$ cat src/rtl/pcb_consts.svh
// pcb_consts.svh : offsets, field positions, reset values and widths
`ifndef PCB_CONSTS_SVH
`define PCB_CONSTS_SVH

// ----------------------------------------------------------------
// widths
// ----------------------------------------------------------------
`define PCB_AW            32
`define PCB_DW            32
`define PCB_BEW           4
`define PCB_BCW           4
`define PCB_PAW           8
`define PCB_CNTW          16

// ----------------------------------------------------------------
// register offsets (byte addresses on apb)
// ----------------------------------------------------------------
`define PCB_REG_CTRL      8'h00
`define PCB_REG_BASE      8'h04
`define PCB_REG_PEND      8'h08
`define PCB_REG_STAT      8'h0C

// ----------------------------------------------------------------
// fields and reset values
// ----------------------------------------------------------------
`define PCB_CTRL_EN_BIT   0
`define PCB_STAT_BUSY_BIT 16
`define PCB_CTRL_RST      1'b1
`define PCB_BASE_RST      32'h00001000

`endif

$ cat src/rtl/pcb_pkg.sv
// pcb_pkg.sv : types shared by the bridge and its tests
`default_nettype none
`include "pcb_consts.svh"

package pcb_pkg;

	// ----------------------------------------------------------------
	// variants and carriers
	// ----------------------------------------------------------------
	typedef enum {PCB_MODE_PIPE, PCB_MODE_XING} pcb_mode_e;

	typedef logic [`PCB_AW-1:0]  pcb_addr_t;
	typedef logic [`PCB_DW-1:0]  pcb_data_t;
	typedef logic [`PCB_BEW-1:0] pcb_be_t;
	typedef logic [`PCB_BCW-1:0] pcb_bc_t;

	typedef struct packed {
		logic      read;
		logic      write;
		pcb_addr_t addr;
		pcb_data_t wdata;
		pcb_be_t   be;
		pcb_bc_t   bcount;
	} pcb_req_s;

	typedef struct packed {
		logic      write;
		logic      miss;
		pcb_addr_t off;
		pcb_data_t wdata;
		pcb_be_t   be;
		pcb_bc_t   bcount;
	} pcb_cmd_s;

endpackage

`default_nettype wire

$ cat src/rtl/pcb_bridge.sv
// pcb_bridge.sv : shared memory-mapped bridge with apb control registers
// ----------------------------------------------------------------
// ----------------------------------------------------------------
`default_nettype none
`include "pcb_consts.svh"

module pcb_bridge import pcb_pkg::*; #(
	parameter pcb_mode_e MODE        = PCB_MODE_XING,
	parameter int        NM          = 2,
	parameter int        SPAN_W      = 12,
	parameter int        DS_BC_W     = 3,
	parameter int        PIPE_CMD    = 1,
	parameter int        PIPE_RSP    = 1,
	parameter int        CMD_DEPTH   = 4,
	parameter int        DS_MAX_PEND = 8,
	parameter int        RSP_DEPTH   = DS_MAX_PEND
) (
	input  wire logic                   pclk,
	input  wire logic                   presetn,
	input  wire logic                   psel,
	input  wire logic                   penable,
	input  wire logic                   pwrite,
	input  wire logic [`PCB_PAW-1:0]    paddr,
	input  wire logic [`PCB_DW-1:0]     pwdata,
	output logic [`PCB_DW-1:0]          prdata,
	output logic                        pready,
	output logic                        pslverr,
	input  wire pcb_req_s               up_req [NM],
	output logic [NM-1:0]               up_waitrequest,
	output pcb_data_t                   up_rdata,
	output logic [NM-1:0]               up_rdatavalid,
	output logic [SPAN_W-1:0]           ds_addr,
	output logic                        ds_read,
	output logic                        ds_write,
	output pcb_data_t                   ds_wdata,
	output pcb_be_t                     ds_be,
	output logic [((DS_BC_W > 0) ? DS_BC_W : 1)-1:0] ds_burstcount,
	input  wire logic                   ds_waitrequest,
	input  wire pcb_data_t              ds_rdata,
	input  wire logic                   ds_rdatavalid
);

	// ----------------------------------------------------------------
	// derived sizes
	// ----------------------------------------------------------------
	localparam int DSB      = (DS_BC_W > 0) ? DS_BC_W : 1;
	localparam int DS_BURST = (DS_BC_W > 0) ? (1 << (DS_BC_W - 1)) : 1;
	localparam int IDW      = (NM > 1) ? $clog2(NM) : 1;
	localparam int CMD_D    = (MODE == PCB_MODE_XING) ? CMD_DEPTH : PIPE_CMD;
	localparam int RSP_D    = (MODE == PCB_MODE_XING) ? RSP_DEPTH : PIPE_RSP;
	// pending reads bounded by response room in the crossing variant
	localparam int PEND_CAP = (MODE == PCB_MODE_XING) ? RSP_DEPTH : DS_MAX_PEND;
	localparam int CNTW     = `PCB_CNTW;
	localparam logic [CNTW-1:0]   CAP_C  = CNTW'(PEND_CAP);
	localparam pcb_bc_t           BURST_C = `PCB_BCW'(DS_BURST);
	localparam logic [SPAN_W-1:0] BYTES_C = SPAN_W'(`PCB_DW / 8);
	localparam pcb_addr_t         SPAN_MASK =
		pcb_addr_t'((64'h1 << SPAN_W) - 64'h1);

	// ----------------------------------------------------------------
	// apb registers
	// ----------------------------------------------------------------
	logic            ctrl_en;
	pcb_addr_t       base;
	logic [CNTW-1:0] max_pend;
	logic [CNTW-1:0] up_pend;
	logic [CNTW-1:0] ds_out;
	pcb_data_t       stat_word;
	wire logic       sel_ctrl = (paddr == `PCB_REG_CTRL);
	wire logic       sel_base = (paddr == `PCB_REG_BASE);
	wire logic       sel_pend = (paddr == `PCB_REG_PEND);
	wire logic       sel_stat = (paddr == `PCB_REG_STAT);
	wire logic       hit      = sel_ctrl | sel_base | sel_pend | sel_stat;
	wire logic       apb_wr   = psel & penable & pwrite & hit;
	wire logic       cq_valid;
	wire pcb_data_t  rd_mux   = sel_ctrl ? {31'h0, ctrl_en} :
		sel_base ? base :
		sel_pend ? {16'h0, max_pend} :
		sel_stat ? stat_word : '0;

	always_comb begin
		stat_word = '0;
		stat_word[CNTW-1:0] = up_pend;
		stat_word[`PCB_STAT_BUSY_BIT] = cq_valid | (up_pend != '0);
	end

	assign pready  = 1'b1;
	assign pslverr = psel & penable & ~hit;

	// read data is caught in the setup cycle so that it leaves a flop
	always_ff @(posedge pclk or negedge presetn) begin
		if (!presetn) begin
			prdata   <= '0;
			ctrl_en  <= `PCB_CTRL_RST;
			base     <= `PCB_BASE_RST & ~SPAN_MASK;
			max_pend <= CAP_C;
		end else begin
			if (psel & ~penable) begin
				prdata <= rd_mux;
			end
			if (apb_wr & sel_ctrl) begin
				ctrl_en <= pwdata[`PCB_CTRL_EN_BIT];
			end
			if (apb_wr & sel_base) begin
				base <= pwdata & ~SPAN_MASK;
			end
			if (apb_wr & sel_pend) begin
				max_pend <= pwdata[CNTW-1:0];
			end
		end
	end

	// ----------------------------------------------------------------
	// round-robin arbiter: one master at a time
	// ----------------------------------------------------------------
	logic [NM-1:0]  req;
	logic [IDW-1:0] rr_last;
	logic [IDW-1:0] gnt_id;
	logic           any_req;

	genvar gi;
	generate
		for (gi = 0; gi < NM; gi++) begin : g_req
			assign req[gi] = up_req[gi].read | up_req[gi].write;
		end
	endgenerate

	always_comb begin
		gnt_id  = rr_last;
		any_req = 1'b0;
		for (int k = 1; k <= NM; k++) begin
			if (!any_req && req[IDW'((int'(rr_last) + k) % NM)]) begin
				any_req = 1'b1;
				gnt_id  = IDW'((int'(rr_last) + k) % NM);
			end
		end
	end

	// ----------------------------------------------------------------
	// decode, pending limit and acceptance
	// ----------------------------------------------------------------
	wire pcb_req_s        sel      = up_req[gnt_id];
	wire pcb_addr_t       off_full = sel.addr - base;
	wire logic            in_rng   = ((off_full & ~SPAN_MASK) == '0);
	wire logic [CNTW-1:0] pend_lim = (max_pend < CAP_C) ? max_pend : CAP_C;
	wire logic [CNTW:0]   pend_sum = {1'b0, up_pend} + (CNTW+1)'(sel.bcount);
	wire logic            pend_ok  = (pend_sum <= {1'b0, pend_lim});
	wire logic            ord_in_ready;
	wire logic            cmd_in_ready;
	wire logic            rd_ok    = ~sel.read | (ord_in_ready & pend_ok);
	wire logic            cmd_in_v = any_req & ctrl_en & rd_ok;
	wire logic            accept   = cmd_in_v & cmd_in_ready;
	wire logic            acc_rd   = accept & sel.read;
	pcb_cmd_s             cmd_in;

	always_comb begin
		cmd_in        = '0;
		cmd_in.write  = sel.write;
		cmd_in.miss   = ~in_rng;
		cmd_in.off    = off_full;
		cmd_in.wdata  = sel.wdata;
		cmd_in.be     = sel.be;
		// writes are single beats; only reads carry a burst length
		cmd_in.bcount = sel.write ? `PCB_BCW'(1) : sel.bcount;
	end

	generate
		for (gi = 0; gi < NM; gi++) begin : g_wait
			assign up_waitrequest[gi] = ~(accept & (gnt_id == IDW'(gi)));
		end
	endgenerate

	// ----------------------------------------------------------------
	// command stage: pipeline register or crossing buffer
	// ----------------------------------------------------------------
	pcb_cmd_s   cq;
	wire logic  cq_ready;

	pcb_fifo #(
		.W     ($bits(pcb_cmd_s)),
		.DEPTH (CMD_D)
	) u_cmd (
		.pclk      (pclk),
		.presetn   (presetn),
		.in_valid  (cmd_in_v),
		.in_ready  (cmd_in_ready),
		.in_data   (cmd_in),
		.out_valid (cq_valid),
		.out_ready (cq_ready),
		.out_data  (cq)
	);

	// ----------------------------------------------------------------
	// issue with burst splitting
	// ----------------------------------------------------------------
	logic              active;
	pcb_bc_t           rem;
	logic [SPAN_W-1:0] cur_off;
	wire pcb_bc_t      eff_rem = active ? rem : cq.bcount;
	wire logic [SPAN_W-1:0] eff_off = active ? cur_off : cq.off[SPAN_W-1:0];
	wire pcb_bc_t      chunk   = (eff_rem > BURST_C) ? BURST_C : eff_rem;
	// out-of-range reads answer zero words one at a time
	wire pcb_bc_t      step    = cq.miss ? `PCB_BCW'(1) : chunk;
	wire logic         is_last = (step == eff_rem);
	wire logic         go_ds   = cq_valid & ~cq.miss;
	wire logic         ds_take = go_ds & ~ds_waitrequest;
	// a miss read waits until all forwarded reads are back, keeping order
	wire logic         miss_go = cq_valid & cq.miss & (cq.write | (ds_out == '0));
	wire logic         advance = ds_take | miss_go;
	wire logic         inject  = miss_go & ~cq.write;

	assign cq_ready      = advance & is_last;
	assign ds_read       = go_ds & ~cq.write;
	assign ds_write      = go_ds & cq.write;
	assign ds_addr       = eff_off;
	assign ds_wdata      = cq.wdata;
	assign ds_be         = cq.be;
	assign ds_burstcount = DSB'(chunk);

	always_ff @(posedge pclk or negedge presetn) begin
		if (!presetn) begin
			active  <= 1'b0;
			rem     <= '0;
			cur_off <= '0;
		end else if (advance) begin
			active  <= ~is_last;
			rem     <= eff_rem - step;
			cur_off <= eff_off + SPAN_W'(step) * BYTES_C;
		end
	end

	// ----------------------------------------------------------------
	// response stage and ordering
	// ----------------------------------------------------------------
	wire logic      rsp_in_v = ds_rdatavalid | inject;
	wire pcb_data_t rsp_in_d = ds_rdatavalid ? ds_rdata : '0;
	wire logic      rsp_in_ready;
	wire logic      rq_valid;
	wire logic      ord_valid;
	wire logic [IDW+`PCB_BCW-1:0] ord_head;
	wire logic [IDW-1:0] ord_id = ord_head[IDW+`PCB_BCW-1:`PCB_BCW];
	wire pcb_bc_t   ord_len = ord_head[`PCB_BCW-1:0];
	pcb_bc_t        ord_cnt;
	wire logic      ord_pop = rq_valid & ((ord_cnt + 1'b1) == ord_len);

	// upstream cannot stall reads, so the buffer is never pushed full
	pcb_fifo #(
		.W     (`PCB_DW),
		.DEPTH (RSP_D)
	) u_rsp (
		.pclk      (pclk),
		.presetn   (presetn),
		.in_valid  (rsp_in_v),
		.in_ready  (rsp_in_ready),
		.in_data   (rsp_in_d),
		.out_valid (rq_valid),
		.out_ready (1'b1),
		.out_data  (up_rdata)
	);

	pcb_fifo #(
		.W     (IDW + `PCB_BCW),
		.DEPTH (PEND_CAP)
	) u_ord (
		.pclk      (pclk),
		.presetn   (presetn),
		.in_valid  (acc_rd),
		.in_ready  (ord_in_ready),
		.in_data   ({gnt_id, sel.bcount}),
		.out_valid (ord_valid),
		.out_ready (ord_pop),
		.out_data  (ord_head)
	);

	generate
		for (gi = 0; gi < NM; gi++) begin : g_rdv
			assign up_rdatavalid[gi] = rq_valid & ord_valid &
				(ord_id == IDW'(gi));
		end
	endgenerate

	wire logic [CNTW-1:0] next_pend = up_pend +
		(acc_rd ? CNTW'(sel.bcount) : '0) - CNTW'(rq_valid);
	wire logic [CNTW-1:0] next_out = ds_out +
		((ds_take & ~cq.write) ? CNTW'(chunk) : '0) - CNTW'(ds_rdatavalid);

	always_ff @(posedge pclk or negedge presetn) begin
		if (!presetn) begin
			rr_last <= '0;
			up_pend <= '0;
			ds_out  <= '0;
			ord_cnt <= '0;
		end else begin
			if (accept) begin
				rr_last <= gnt_id;
			end
			up_pend <= next_pend;
			ds_out  <= next_out;
			if (rq_valid) begin
				ord_cnt <= ord_pop ? '0 : ord_cnt + 1'b1;
			end
		end
	end

	// ----------------------------------------------------------------
	// assertions
	// ----------------------------------------------------------------
	property p_chunk_fits;
		@(posedge pclk) disable iff (!presetn)
		(ds_read | ds_write) |-> (int'(ds_burstcount) <= DS_BURST) &&
			(ds_burstcount != '0);
	endproperty
	a_chunk_fits: assert property (p_chunk_fits)
		else $error("downstream burst longer than slave allows");

	property p_no_burst;
		@(posedge pclk) disable iff (!presetn)
		(DS_BC_W == 0 && (ds_read | ds_write)) |-> ds_burstcount == 1'b1;
	endproperty
	a_no_burst: assert property (p_no_burst)
		else $error("non-bursting slave given a burst");

	property p_one_grant;
		@(posedge pclk) disable iff (!presetn)
		$onehot0(~up_waitrequest);
	endproperty
	a_one_grant: assert property (p_one_grant)
		else $error("more than one master accepted");

	property p_strip;
		@(posedge pclk) disable iff (!presetn)
		(accept && in_rng) |-> ((sel.addr & ~SPAN_MASK) == base) &&
			(off_full[SPAN_W-1:0] == sel.addr[SPAN_W-1:0]);
	endproperty
	a_strip: assert property (p_strip)
		else $error("forwarded address is not base stripped");

	property p_pipe_one;
		@(posedge pclk) disable iff (!presetn)
		(CMD_D == 1 && accept && in_rng) |=> (ds_read | ds_write) &&
			ds_addr == $past(off_full[SPAN_W-1:0]);
	endproperty
	a_pipe_one: assert property (p_pipe_one)
		else $error("command not issued one cycle after accept");

	property p_pend_cap;
		@(posedge pclk) disable iff (!presetn)
		acc_rd |=> (up_pend <= CAP_C) && (up_pend != '0);
	endproperty
	a_pend_cap: assert property (p_pend_cap)
		else $error("pending reads exceed the limit");

	property p_full_stall;
		@(posedge pclk) disable iff (!presetn)
		(!cmd_in_ready || !ctrl_en) |-> (&up_waitrequest);
	endproperty
	a_full_stall: assert property (p_full_stall)
		else $error("request taken while command path full");

	property p_rsp_room;
		@(posedge pclk) disable iff (!presetn)
		rsp_in_v |-> rsp_in_ready;
	endproperty
	a_rsp_room: assert property (p_rsp_room)
		else $error("response lost on full buffer");

	property p_in_order;
		@(posedge pclk) disable iff (!presetn)
		rq_valid |-> ord_valid && $onehot(up_rdatavalid);
	endproperty
	a_in_order: assert property (p_in_order)
		else $error("response without a matching read");

endmodule

`default_nettype wire

$ cat src/rtl/pcb_fifo.sv
// pcb_fifo.sv : synchronous fifo, depth 0 is a plain wire-through
`default_nettype none

module pcb_fifo #(
	parameter int W     = 8,
	parameter int DEPTH = 2
) (
	input  wire logic         pclk,
	input  wire logic         presetn,
	input  wire logic         in_valid,
	output logic              in_ready,
	input  wire logic [W-1:0] in_data,
	output logic              out_valid,
	input  wire logic         out_ready,
	output logic [W-1:0]      out_data
);

	generate
		if (DEPTH == 0) begin : g_wire
			assign in_ready  = out_ready;
			assign out_valid = in_valid;
			assign out_data  = in_data;
		end else begin : g_mem
			localparam int          PW     = (DEPTH > 1) ? $clog2(DEPTH) : 1;
			localparam logic [PW:0] FULL_N = (PW+1)'(DEPTH);
			localparam logic [PW-1:0] LAST = PW'(DEPTH - 1);

			logic [W-1:0]  mem [DEPTH];
			logic [PW-1:0] wr_ptr;
			logic [PW-1:0] rd_ptr;
			logic [PW:0]   count;
			wire logic     push;
			wire logic     pop;

			// a full stage still accepts when it drains in the same cycle
			assign in_ready  = (count != FULL_N) | out_ready;
			assign out_valid = (count != '0);
			assign out_data  = mem[rd_ptr];
			assign push      = in_valid & in_ready;
			assign pop       = out_valid & out_ready;

			always_ff @(posedge pclk) begin
				if (push) begin
					mem[wr_ptr] <= in_data;
				end
			end

			always_ff @(posedge pclk or negedge presetn) begin
				if (!presetn) begin
					wr_ptr <= '0;
					rd_ptr <= '0;
					count  <= '0;
				end else begin
					if (push) begin
						wr_ptr <= (wr_ptr == LAST) ? '0 : wr_ptr + 1'b1;
					end
					if (pop) begin
						rd_ptr <= (rd_ptr == LAST) ? '0 : rd_ptr + 1'b1;
					end
					count <= count + (PW+1)'(push) - (PW+1)'(pop);
				end
			end
		end
	endgenerate

endmodule

`default_nettype wire

$ cat config.mk
export PLATFORM = sky130hd
export DESIGN_NAME = pcb_bridge
export DESIGN_NICKNAME = d
export VERILOG_FILES = /design/src/rtl/pcb_pkg.sv /design/src/rtl/pcb_bridge.sv /design/src/rtl/pcb_fifo.sv
export VERILOG_INCLUDE_DIRS = /design/src /design/src/rtl
export SDC_FILE = /design/constraint.sdc
export NUM_CORES = 1
export LEC_CHECK = 0
export BUFFER_PORTS_ARGS = -buffer_cell sky130_fd_sc_hd__buf_2
export CORE_MARGIN = 3
export CORE_UTILIZATION = 62
export DETAILED_ROUTE_END_ITERATION = 8
export PLACE_DENSITY = 0.87
export SYNTH_ARGS = -nofsm -noshare
export SYNTH_HDL_FRONTEND = slang
export SYNTH_HIERARCHICAL = 1
export SYNTH_SLANG_ARGS = --single-unit
$ cat constraint.sdc
create_clock -name pclk -period 16.4 [get_ports pclk]
set_clock_uncertainty 0.05 [all_clocks]
set_input_delay 3.28 -clock pclk [delete_from_list [all_inputs] [get_ports pclk]]
set_output_delay 3.28 -clock pclk [all_outputs]
set_load 0.03 [all_outputs]
[After elaboration in Yosys (flattened, before gate mapping)]
Memories as Yosys holds them, arrays and structs flattened.
Index checks and enable logic that the tools add are counted.
Operators by class
  add/sub/neg operators: 23
  $lt $le $gt $ge: 6
  eq/ne operators: 13
  muxes and demuxes: 37
  bitwise gates (word level): 55
  reductions and logical operators: 9
Operator list (count)
  2-to-1 mux 74 bit: 3
  2-to-1 mux 32 bit: 3
  2-to-1 mux 17 bit: 2
  adder 16 x 4 -> 16 bit: 2
  zero test 32 bit: 1
  subtractor 16 x 1 -> 16 bit: 2
  subtractor 32 bit: 1
  bitwise AND 1 bit: 31
  2-to-1 mux 4 bit: 7
  adder 16 x 4 -> 17 bit: 1
  <= comparator 17 x 16 -> 1 bit: 1
  equality test 8 x 4 -> 1 bit (second input constant): 2
  zero test 16 bit: 1
  < comparator 16 x 4 -> 1 bit (second input constant): 1
  2-to-1 mux 16 bit: 1
  nonzero test 16 bit: 1
  2-to-1 mux 1 bit: 14
  adder 12 x 6 -> 12 bit: 1
  adder 3 x 1 -> 3 bit (second input constant): 4
  equality test 3 bit (second input constant): 4
  2-to-1 mux 12 bit: 1
  2-to-1 mux 3 bit: 4
  inverter 1 bit: 12
  OR 1 bit: 11
  other kinds (23): 32
Storage, ports and cells
  bits in registers: 150
  RAM bits: 592
  input bits: 227
  output and inout bits: 123
  word-level logic and storage cells: 166
  memories kept: 3
Memory list
  u_cmd.g_mem.mem: words 4, bits a word 74, read ports 1, clocked after Yosys merged registers in 0, wr ports 1, RTL line pcb_fifo.sv:28  | logic [W-1:0] mem [DEPTH];
  u_rsp.g_mem.mem: words 8, bits a word 32, read ports 1, clocked after Yosys merged registers in 0, wr ports 1, RTL line pcb_fifo.sv:28
  u_ord.g_mem.mem: words 8, bits a word 5, read ports 1, clocked after Yosys merged registers in 0, wr ports 1, RTL line pcb_fifo.sv:28

[Logic depth before layout (Yosys ltp)]
Gate-level depths: netlist (run 1).
  depth in word-level cells: 22
  mapped depth: 36
  gate-level depth less buffers: 35

[By module]
The synthesis (run 1) kept the hierarchy.
Modules (own cells, without submodules)
  pcb_fifo (u_cmd): times used 1, cells an instance 428, area an instance 11118.2 um^2, sequential area each 9063.7 um^2
  pcb_fifo (u_rsp): times used 1, cells an instance 427, area an instance 10259.8 um^2, sequential area each 7937.6 um^2
  pcb_bridge: times used 1, cells an instance 1065, area an instance 9982.1 um^2, sequential area each 3081.7 um^2
  pcb_fifo (u_ord): times used 1, cells an instance 115, area an instance 2170.8 um^2, sequential area each 1451.4 um^2

[Worst setup path after synthesis (run 1)]
Ideal clock, no wire load.
  kind: input to output
  start point: in up_req[147] (netlist name)
  end point: out up_waitrequest[1]
  arrival time: 7.581 ns
  data required time: 13.070 ns
  slack: 5.489 ns
  stages: 20
  buffers on the path: 1
  path through: nor2_1 -> xnor2_1 -> clkbuf_1 -> mux2i_1 -> inv_1 -> ha_1 -> inv_1 -> fa_1 -> o21ai_1 -> and3_1 -> and3_1 -> nand2_1 -> xnor2_1 -> ha_1 -> a2111oi_0 -> nand2_1 -> o21ai_1 -> a31oi_1 -> nor3b_1 -> nand2_1
RTL lines
  from (decl): RTL line pcb_bridge.sv:28  | input wire pcb_req_s up_req [NM],
  to (decl): RTL line pcb_bridge.sv:29  | output logic [NM-1:0] up_waitrequest,

==> reports/results.ini, run 1 <==
[critical_path]
r2r_slack_ns = 8.12
critical_path_required_ns = 13.07
start_kind = input pin
cp-end-kind = output pin
arrival_ns = 8.43
crit_type = input pin to output pin
crit_path_max_fanout = 14

[pwr]
ir_drop_v = 0.000109
power_leakage_nw = 13.9
powerDensity_nw_per_um2 = 166

[die]
die_h_um = 228
coreArea_sq_um = 48200
dieArea_sq_um = 52100
fp.dieW_um = 228
start_util_pct = 63.5
num_rows = 80
num_io_pins = 350

[layout]
antennaDiodeCount = 0
layout_common_cells = edfxtp_1 (512), buf_2 (347), dfrtp_1 (143), ha_1 (135), inv_1 (131)
nets = 2687
final_common_cell = edfxtp_1
drive_above_1_share_pct = 30.9
syn_to_final_growth_pct = 15.1

[clock_network]
cts_tree = done
cts_setup_buffers = 0
clk_path_buf_depth = 3
cts-hold-fix-buffers = 0
numCtsBuffers = 67
path_clk_slew_ns = 0.06
cts_max_level = 3
clk_latency_ns = 0.61
clkSinkCount = 662
ctsResizeCount = 0
root_buffer = clkbuf_16

[sta]
setup_tns_ns = 0
max_slew.worst_pin.slew_ns = 1.05
fin_crit_sh_pct = 71.7
period_needed_ns = 11.76
fin_ws_ns = 4.64
slew_headroom_pct = 29.9
whs_ns = 0.434
final-setup-viol-count = 0
final_hold_viol_count = 0
fmax_mhz = 85.0
rsz0062_at_grt = no
slew_viol_final = 0

[min_path]
hold_class = register to register

[detailed_routing]
num_vias = 18239
drt-vias-per-instance = 6.03
firstDrtPassIters = 5
drt.antenna.violating_nets = 0
finalWirelength_um = 70400
wire_per_inst_um = 23.3
initialDrtViolationCount = 1186
drcViolationCount = 0

[grt]
grt_usage_pct = 27.2
antenna_found_initial = 2
grt_pass1_vias = 19435
gr-total-overflow = 0
grt_pass1_wl_um = 110000
grt_start_max_net_pins = 97

[placed_design]
place_hpwl_um = 45200
place.gp.congestion = 0.898
port_buffers = 348
pre_cts_ws_ns = 4.75

[synth]
syn_area_sq_um = 30600
syn_area_per_cell_sq_um = 15.9
syn_inst = 1931
yosys_warnings = 6

[status]
outcome = finished, final reports clean

[run]
max_cap_violations = 0

-- worst paths after layout --
| path | cells past startpoint | to | startpoint |
|---|---|---|---|
| setup / recovery | 22 | up_waitrequest[1] | up_req[147] |
| hold / removal | 1 | cur_off[2]$_DFFE_PN0N_ | cur_off[2]$_DFFE_PN0N_ |
| setup reg to reg | 32 | up_pend[14]$_DFF_PN0_ | rr_last$_DFFE_PN0N_ |
| hold reg to reg | 1 | cur_off[2]$_DFFE_PN0N_ | cur_off[2]$_DFFE_PN0N_ |
| max in group asynchronous | 2 | u_rsp/g_mem.rd_ptr[0]$_DFFE_PN0P_ | presetn |
| min in group asynchronous | 1 | prdata[4]$_DFFE_PN0P_ | presetn |
-- critical path: stages --
cell       delay (ns)
buf_2            0.14
nor2_1           0.09
xnor2_2          0.69
mux2i_1          0.33
inv_1            0.30
ha_1             0.22
inv_1            0.06
fa_1             0.41
o21ai_1          0.34
and3_1           0.28
and3_1           0.23
nand2_1          0.08
xnor2_1          0.17
ha_1             0.28
a2111oi_0        0.41
nand2_1          0.10
o21ai_1          0.17
a31oi_1          0.13
nor3b_1          0.21
buf_4            0.23
nand2_1          0.07
buf_2            0.21
-- layout make-up --
cell class	count	area [sq um]
tap	656	821
sequential	662	19100
clock inverter	32	327
fill	2888	13000
inverter	132	495
timing repair buffer	372	1930
clock buffer	91	1820
multi-input combinational	1081	10800
-- power by group --
group	total [mW]	switching (mW)	internal [mW]
Sequential	2.21	0.146	2.06
Combinational	2.16	1.25	0.907
Clock	1.49	0.628	0.864
Total	5.86	2.03	3.83
-- per-layer routing --
metal / vias to the layer above / GRT usage (%) / part of all wire (%)
li1: 8107 / - / -
met1: 9234 / 33.8 / 38
met2: 740 / 48.3 / 52
met3: 154 / 5.10 / 6.3
met4: 4 / 9.06 / 3.3
met5: - / 0 / 0.045
-- registers in the layout, summed over array words and instances (netlist names), 16 cells and up --
| signal | cells |
|---|---|
| base | 20 |
| ds_out | 16 |
| max_pend | 16 |
| prdata | 32 |
| u_cmd/g_mem.mem | 216 |
| u_ord/g_mem.mem | 40 |
| u_rsp/g_mem.mem | 256 |
| up_pend | 16 |
-- through the flow --
step                util [%]  cell area [sq um]  std cells  total power, mW
floorplan                  -              30700       1946             3.82
global placement        68.7              33100       2903             4.24
detailed placement      68.7              33100       2903             4.36
CTS                     73.1              35300       3026             5.88
global route            73.1              35300       3026             6.17
finish                  73.1              35300       3026             5.86
Note: power is estimated with default switching activity, not from simulation.
==> run 2, diff against run 1 <==
Settings changed: ABC_AREA set to 1, CORE_UTILIZATION 62 to 55, PLACE_DENSITY 0.87 to 0.82.
Clock period 16.4 ns to 10.7 ns, I/O delays scaled along.
==> run 2 against run 1 <==
Die area increased by 23%. Core utilization decreased by 9.1 points. Critical endpoint is now up_waitrequest[0]. Cell count increased by 57%. Synthesized cell count increased by 87%. Sequential power increased by 53%. First-iteration DRC count increased by 60%. Critical path type unchanged. Hold slack got worse by 0.0059 ns.
==> reports/results.ini, run 2 <==
[synth]
syn_area_per_cell_sq_um = 9.32  ; -41%
syn_inst = 3604  ; +87%
yosys_warnings = 6  ; unchanged
syn_area_sq_um = 33600  ; +9.6%

[clock_network]
numCtsBuffers = 70  ; +4.5%
cts-hold-fix-buffers = 0  ; unchanged
cts_tree = done
root_buffer = clkbuf_16
cts_setup_buffers = 0  ; unchanged
clk_latency_ns = 0.61  ; about the same
clk_path_buf_depth = 3  ; unchanged
ctsResizeCount = 0  ; unchanged
path_clk_slew_ns = 0.05  ; about the same
cts_max_level = 3  ; unchanged
clkSinkCount = 662  ; unchanged

[detailed_routing]
wire_per_inst_um = 16.4  ; -29%
drt-vias-per-instance = 5.22  ; -13%
firstDrtPassIters = 6  ; +1
num_vias = 24849  ; +36%
drcViolationCount = 0  ; unchanged
finalWirelength_um = 78300  ; +11%
initialDrtViolationCount = 1900  ; +60%
drt.antenna.violating_nets = 0  ; unchanged

[sta]
slew_headroom_pct = 22.1  ; -7.8 points
fmax_mhz = 108
fin_crit_sh_pct = 86.5
rsz0062_at_grt = no
final_hold_viol_count = 0  ; unchanged
slew_viol_final = 0  ; unchanged
max_slew.worst_pin.slew_ns = 1.17  ; +0.117 ns
final-setup-viol-count = 0  ; unchanged
period_needed_ns = 9.26
setup_tns_ns = 0  ; unchanged
fin_ws_ns = 1.44  ; -3.19 ns

[placed_design]
place.gp.congestion = 0.895  ; -0.33%
port_buffers = 348  ; unchanged
pre_cts_ws_ns = 1.53  ; -3.22 ns
place_hpwl_um = 51000  ; +13%

[grt]
grt_pass1_wl_um = 124000  ; +13%
grt_usage_pct = 24.3  ; -2.9 points
gr-total-overflow = 0  ; unchanged
antenna_found_initial = 1  ; -1
grt_pass1_vias = 24529  ; +26%
grt_start_max_net_pins = 117  ; +21%

[layout]
largestRegisters = u_rsp/g_mem.mem x256, u_cmd/g_mem.mem x216, u_ord/g_mem.mem x40
drive_above_1_share_pct = 14.4  ; -17 points
syn_to_final_growth_pct = 13.8
nets = 4302  ; +60%
largest_register_ffs = 256  ; unchanged
top_register = u_rsp/g_mem.mem
final_common_cell = nand2_1
layout_common_cells = nand2_1 (1125), inv_1 (670), edfxtp_1 (512), buf_2 (347), nand3_1 (209)
utilization_pct = 64.0  ; -9.1 points

[critical_path]
crit_path_max_fanout = 77  ; +63
arrival_ns = 7.07  ; -1.36 ns
critical-path-top-delay-family = simple AND/OR/NAND/NOR gates
crit_type = input pin to output pin
start_kind = input pin
cp-end-kind = output pin
critical_path_required_ns = 8.51  ; -4.56 ns
cp_num_buf_inv = 8  ; +3
cp_slowest_cell = nand2_4
max_stage_delay_ns = 0.53  ; -0.16 ns

[run]
max_cap_violations = 0  ; unchanged

[pwr]
clkPwrFrac_pct = 24.4  ; -1.1 points
share_comb_of_total_power_pct = 42.0  ; +5.2 points
internal_power_mw = 5.90  ; +54%
p_sw_share_pct = 41.5  ; +6.9 points
ir_drop_v = 0.000162  ; +49%
power_mw = 10.1  ; +72%
switchingPower_mw = 4.18  ; +110%
powerDensity_nw_per_um2 = 264  ; +59%
sequentialPowerShare_pct = 33.6  ; -4.1 points
power_leakage_nw = 18.4  ; +32%

[die]
die_h_um = 253  ; +11%
start_util_pct = 56.3  ; -7.3 points
num_io_pins = 350  ; unchanged
num_rows = 89  ; +11%
dieArea_sq_um = 64100  ; +23%
coreArea_sq_um = 59700  ; +24%
fp.dieW_um = 253  ; +11%

[status]
outcome = finished, final reports clean

[min_path]
hold_class = register to register

==> run 2: through the flow <==
stage          instance area (sq um)  hold WS [ns]  cells
3_5_place_dp                   35900         0.410   4632
4_1_cts                        38200         0.435   4762
5_1_grt                        38200         0.441   4762
2_1_floorplan                  33600         0.392   3619
3_3_place_gp                   35900         0.408   4632
6_report                       38200         0.428   4763
==> run 2: worst register-to-register path: cells and delay by family, from the launching register on <==
kind	cells	cell delay (ns)
AO/OA/AOI/OAI	7	1.10
XOR/XNOR	1	0.17
adder cells (fa/ha/maj)	4	1.16
AND/OR/NAND/NOR	13	2.26
flip-flops	1	1.14
buffers and inverters	6	1.37
==> run 2: path summary, 6_finish.rpt <==
path                       slack (ns)                              start                endpoint  cells after the start
max reg2reg                      3.41  u_cmd/g_mem.rd_ptr[0]$_DFFE_PN0P_   up_pend[12]$_DFF_PN0_                     31
max                              1.44                        up_req[147]       up_waitrequest[0]                     28
max in group asynchronous        7.72                            presetn  prdata[27]$_DFFE_PN0P_                      2
min in group asynchronous        1.52                            presetn   prdata[5]$_DFFE_PN0P_                      1
min                              0.43             prdata[25]$_DFFE_PN0P_  prdata[25]$_DFFE_PN0P_                      2
min reg2reg                      0.43             prdata[25]$_DFFE_PN0P_  prdata[25]$_DFFE_PN0P_                      2
==> run 2: power groups by stage <==
| stage | registers, mW | clock network (mW) | logic (mW) |
|---|---|---|---|
| 3_3_place_gp | 3.41 | 0 | 4.03 |
| 2_1_floorplan | 3.31 | 0 | 3.23 |
| 5_1_grt | 3.42 | 2.61 | 4.71 |
| 4_1_cts | 3.38 | 2.50 | 4.22 |
| 6_report | 3.38 | 2.46 | 4.23 |
| 3_5_place_dp | 3.43 | 0 | 4.18 |
==> run 2: cell type report <==
type | instances | area [sq um]
repair buffers | 375 | 1950
fillers | 4558 | 21500
clock buffers | 91 | 1910
well taps | 773 | 967
multi-input cells | 2140 | 11200
clock inverters | 39 | 445
flip-flops and latches | 662 | 19100
diodes | 1 | 2.50
inverters | 682 | 2560
==> run 2: metal layers <==
| layer | wire length [um] | part of all wire (%) | global-route usage, % |
|---|---|---|---|
| met3 | 5400 | 6.9 | 4.22 |
| met1 | 31700 | 40 | 30.7 |
| met5 | 13 | 0.017 | 0 |
| met4 | 2170 | 2.8 | 8.88 |
| met2 | 39000 | 50 | 42.3 |
==> run 3, diff against run 2 <==
Settings changed: CELL_PAD_IN_SITES_DETAIL_PLACEMENT set to 0, CELL_PAD_IN_SITES_GLOBAL_PLACEMENT set to 1, CORE_UTILIZATION 55 to 50, CTS_BUF_LIST set to sky130_fd_sc_hd__clkbuf_16, PLACE_DENSITY 0.82 to 0.9.
Clock period 10.7 ns to 11.8 ns, I/O delays scaled along.
==> run 3 against run 2 <==
First-iteration DRC count decreased by 15%. Combinational power decreased by 12%. Design area increased by 0.24%. Clock-buffer cell count decreased by 16. Register-to-register slack improved by 1.4 ns. Critical path depth decreased by 2. Sequential cell count unchanged. Cell count increased by 1.9%. Global-route usage decreased by 2.5 points. Critical path type unchanged. Largest cell class unchanged. Highest routed layer is now met4.
==> reports/results.ini, run 3 (synthesis gave the netlist of run 2 again) <==
[sta]
fin_crit_sh_pct = 81.3
final_hold_viol_count = 0  ; unchanged
setup_tns_ns = 0  ; unchanged
max_slew.worst_pin.slew_ns = 1.13  ; -0.0382 ns
final-setup-viol-count = 0  ; unchanged
slew_viol_final = 0  ; unchanged
period_needed_ns = 9.59
rsz0062_at_grt = no
fmax_mhz = 104
slew_headroom_pct = 24.7  ; +2.5 points

[layout]
largestRegisters = u_rsp/g_mem.mem x256, u_cmd/g_mem.mem x216, u_ord/g_mem.mem x40
final_common_cell = nand2_1
seqCellArea_sq_um = 19100  ; unchanged
syn_to_final_growth_pct = 14.1
largest_register_ffs = 256  ; unchanged
nets = 4305  ; +0.070%
n_fill_cell = 5744  ; +26%
antennaDiodeCount = 0  ; -1
top_register = u_rsp/g_mem.mem
multi_input_area_sq_um = 11200  ; unchanged
fin_area_sq_um = 38300  ; +0.24%
layout_common_cells = nand2_1 (1125), inv_1 (684), edfxtp_1 (512), buf_2 (347), nand3_1 (209)
drive_above_1_share_pct = 14.2  ; -0.20 points

[pwr]
power_leakage_nw = 18.5  ; +0.30%
powerDensity_nw_per_um2 = 235  ; -11%
share_comb_of_total_power_pct = 41.4  ; -0.6 points
switchingPower_mw = 3.69  ; -12%
clkPwrFrac_pct = 24.3  ; about the same
internal_power_mw = 5.33  ; -9.6%
p_sw_share_pct = 40.9  ; -0.54 points
ir_drop_v = 0.000118  ; -27%
sequentialPowerShare_pct = 34.3  ; +0.7 points

[status]
outcome = finished, final reports clean

[die]
num_io_pins = 350  ; unchanged
fp.dieW_um = 265  ; +4.8%
die_h_um = 265  ; +4.8%
start_util_pct = 50.8  ; -5.5 points
num_rows = 94  ; +5.6%
coreArea_sq_um = 66100  ; +11%
dieArea_sq_um = 70300  ; +9.8%

[critical_path]
cp-end-kind = output pin
critical_path_required_ns = 9.39  ; +0.88 ns
r2r_slack_ns = 4.78  ; +1.37 ns
arrival_ns = 7.18  ; +0.11 ns
crit_path_max_fanout = 77  ; unchanged
start_kind = input pin
crit_type = input pin to output pin

[min_path]
hold_class = register to register

[clock_network]
cts_tree = done
root_buffer = clkbuf_16
numCtsBuffers = 71  ; +1.4%
cts-hold-fix-buffers = 0  ; unchanged
path_clk_slew_ns = 0.06  ; about the same
clk_latency_ns = 0.59  ; -0.02 ns
clkSinkCount = 662  ; unchanged
cts_max_level = 3  ; unchanged
clk_path_buf_depth = 3  ; unchanged
ctsResizeCount = 0  ; unchanged
cts_setup_buffers = 0  ; unchanged

[detailed_routing]
finalWirelength_um = 76500  ; -2.3%
firstDrtPassIters = 5  ; -1
drt.antenna.violating_nets = 0  ; unchanged
wire_per_inst_um = 15.8  ; -4.1%
drcViolationCount = 0  ; unchanged
drt-vias-per-instance = 4.94  ; -5.4%
num_vias = 23960  ; -3.6%
initialDrtViolationCount = 1612  ; -15%

[grt]
grt_start_max_net_pins = 128  ; +9.4%
gr-total-overflow = 0  ; unchanged
antenna_found_initial = 3  ; +2
grt_pass1_wl_um = 122000  ; -1.6%
grt_usage_pct = 21.8  ; -2.5 points
grt_pass1_vias = 23463  ; -4.3%

[placed_design]
place_area_sq_um = 36000  ; +0.36%
port_buffers = 348  ; unchanged
place.gp.congestion = 0.836  ; -6.6%
place_hpwl_um = 49900  ; -2.3%

[run]
max_cap_violations = 0  ; unchanged

## run 3: power groups by stage
| stage | clock network (mW) | logic [mW] | registers (mW) |
|---|---|---|---|
| after floorplan | 0 | 2.92 | 3.00 |
| after global placement | 0 | 3.69 | 3.13 |
| after detailed placement | 0 | 3.74 | 3.14 |
| after CTS | 2.25 | 3.77 | 3.10 |
| after global routing | 2.34 | 4.24 | 3.13 |
| final | 2.19 | 3.73 | 3.09 |
## run 3: final cells by class
class,instances,area share (%)
clock buffers,75,4.90
clock inverters,54,1.16
inverters,682,6.68
multi-input cells,2140,29.3
flip-flops and latches,662,50.0
well taps,864,2.82
repair buffers,377,5.13
## run 3: path summary, 6_finish.rpt
check,startpoint,endpoint,cells after the start
hold reg to reg,prdata[10]$_DFFE_PN0P_,prdata[10]$_DFFE_PN0P_,2
min in group asynchronous,presetn,prdata[1]$_DFFE_PN0P_,1
hold / removal,prdata[10]$_DFFE_PN0P_,prdata[10]$_DFFE_PN0P_,2
max in group asynchronous,presetn,prdata[30]$_DFFE_PN0P_,2
setup reg to reg,u_cmd/g_mem.rd_ptr[0]$_DFFE_PN0P_,up_pend[12]$_DFF_PN0_,31
setup / recovery,up_req[147],up_waitrequest[0],26
## run 3: worst max-delay path, cell delays in order
cell and delay [ns]:
buf_2 0.11, o21ai_0 0.28, nand2_4 0.55, nand2_1 0.19
o21ai_0 0.10, buf_4 0.23, ha_1 0.34, a21oi_1 0.08
nand2_1 0.09, a21oi_1 0.08, nor2_1 0.16, nand2_1 0.12
nor2_1 0.17, nand2_1 0.12, nor2_1 0.18, nand2_1 0.09
xor2_1 0.15, ha_1 0.37, nand4_1 0.12, nor4_1 0.28
nand3_1 0.16, nand2_1 0.10, nand2_1 0.07, a21boi_2 0.21
nand3_1 0.21, buf_2 0.28
## run 3: per-stage QoR
stage	hold slack [ns]	worst slack (ns)	cells	power, mW	util [%]
after floorplan	0.392	3.03	3619	5.92	-
after global placement	0.410	2.32	4725	6.82	54.5
after detailed placement	0.413	2.19	4725	6.89	54.5
after CTS	0.430	2.17	4854	9.11	58.0
after global routing	0.446	1.62	4854	9.72	58.0
final	0.427	2.21	4854	9.02	58.0
## run 3: metal layers
| metal | share of wire, % | track usage, % | vias to the layer above |
|---|---|---|---|
| met5 | 0 | 0 | - |
| met4 | 2.2 | 6.29 | 0 |
| met3 | 5.2 | 3.26 | 95 |
| met2 | 49 | 37.7 | 549 |
| met1 | 44 | 28.8 | 11141 |
| li1 | - | - | 12175 |
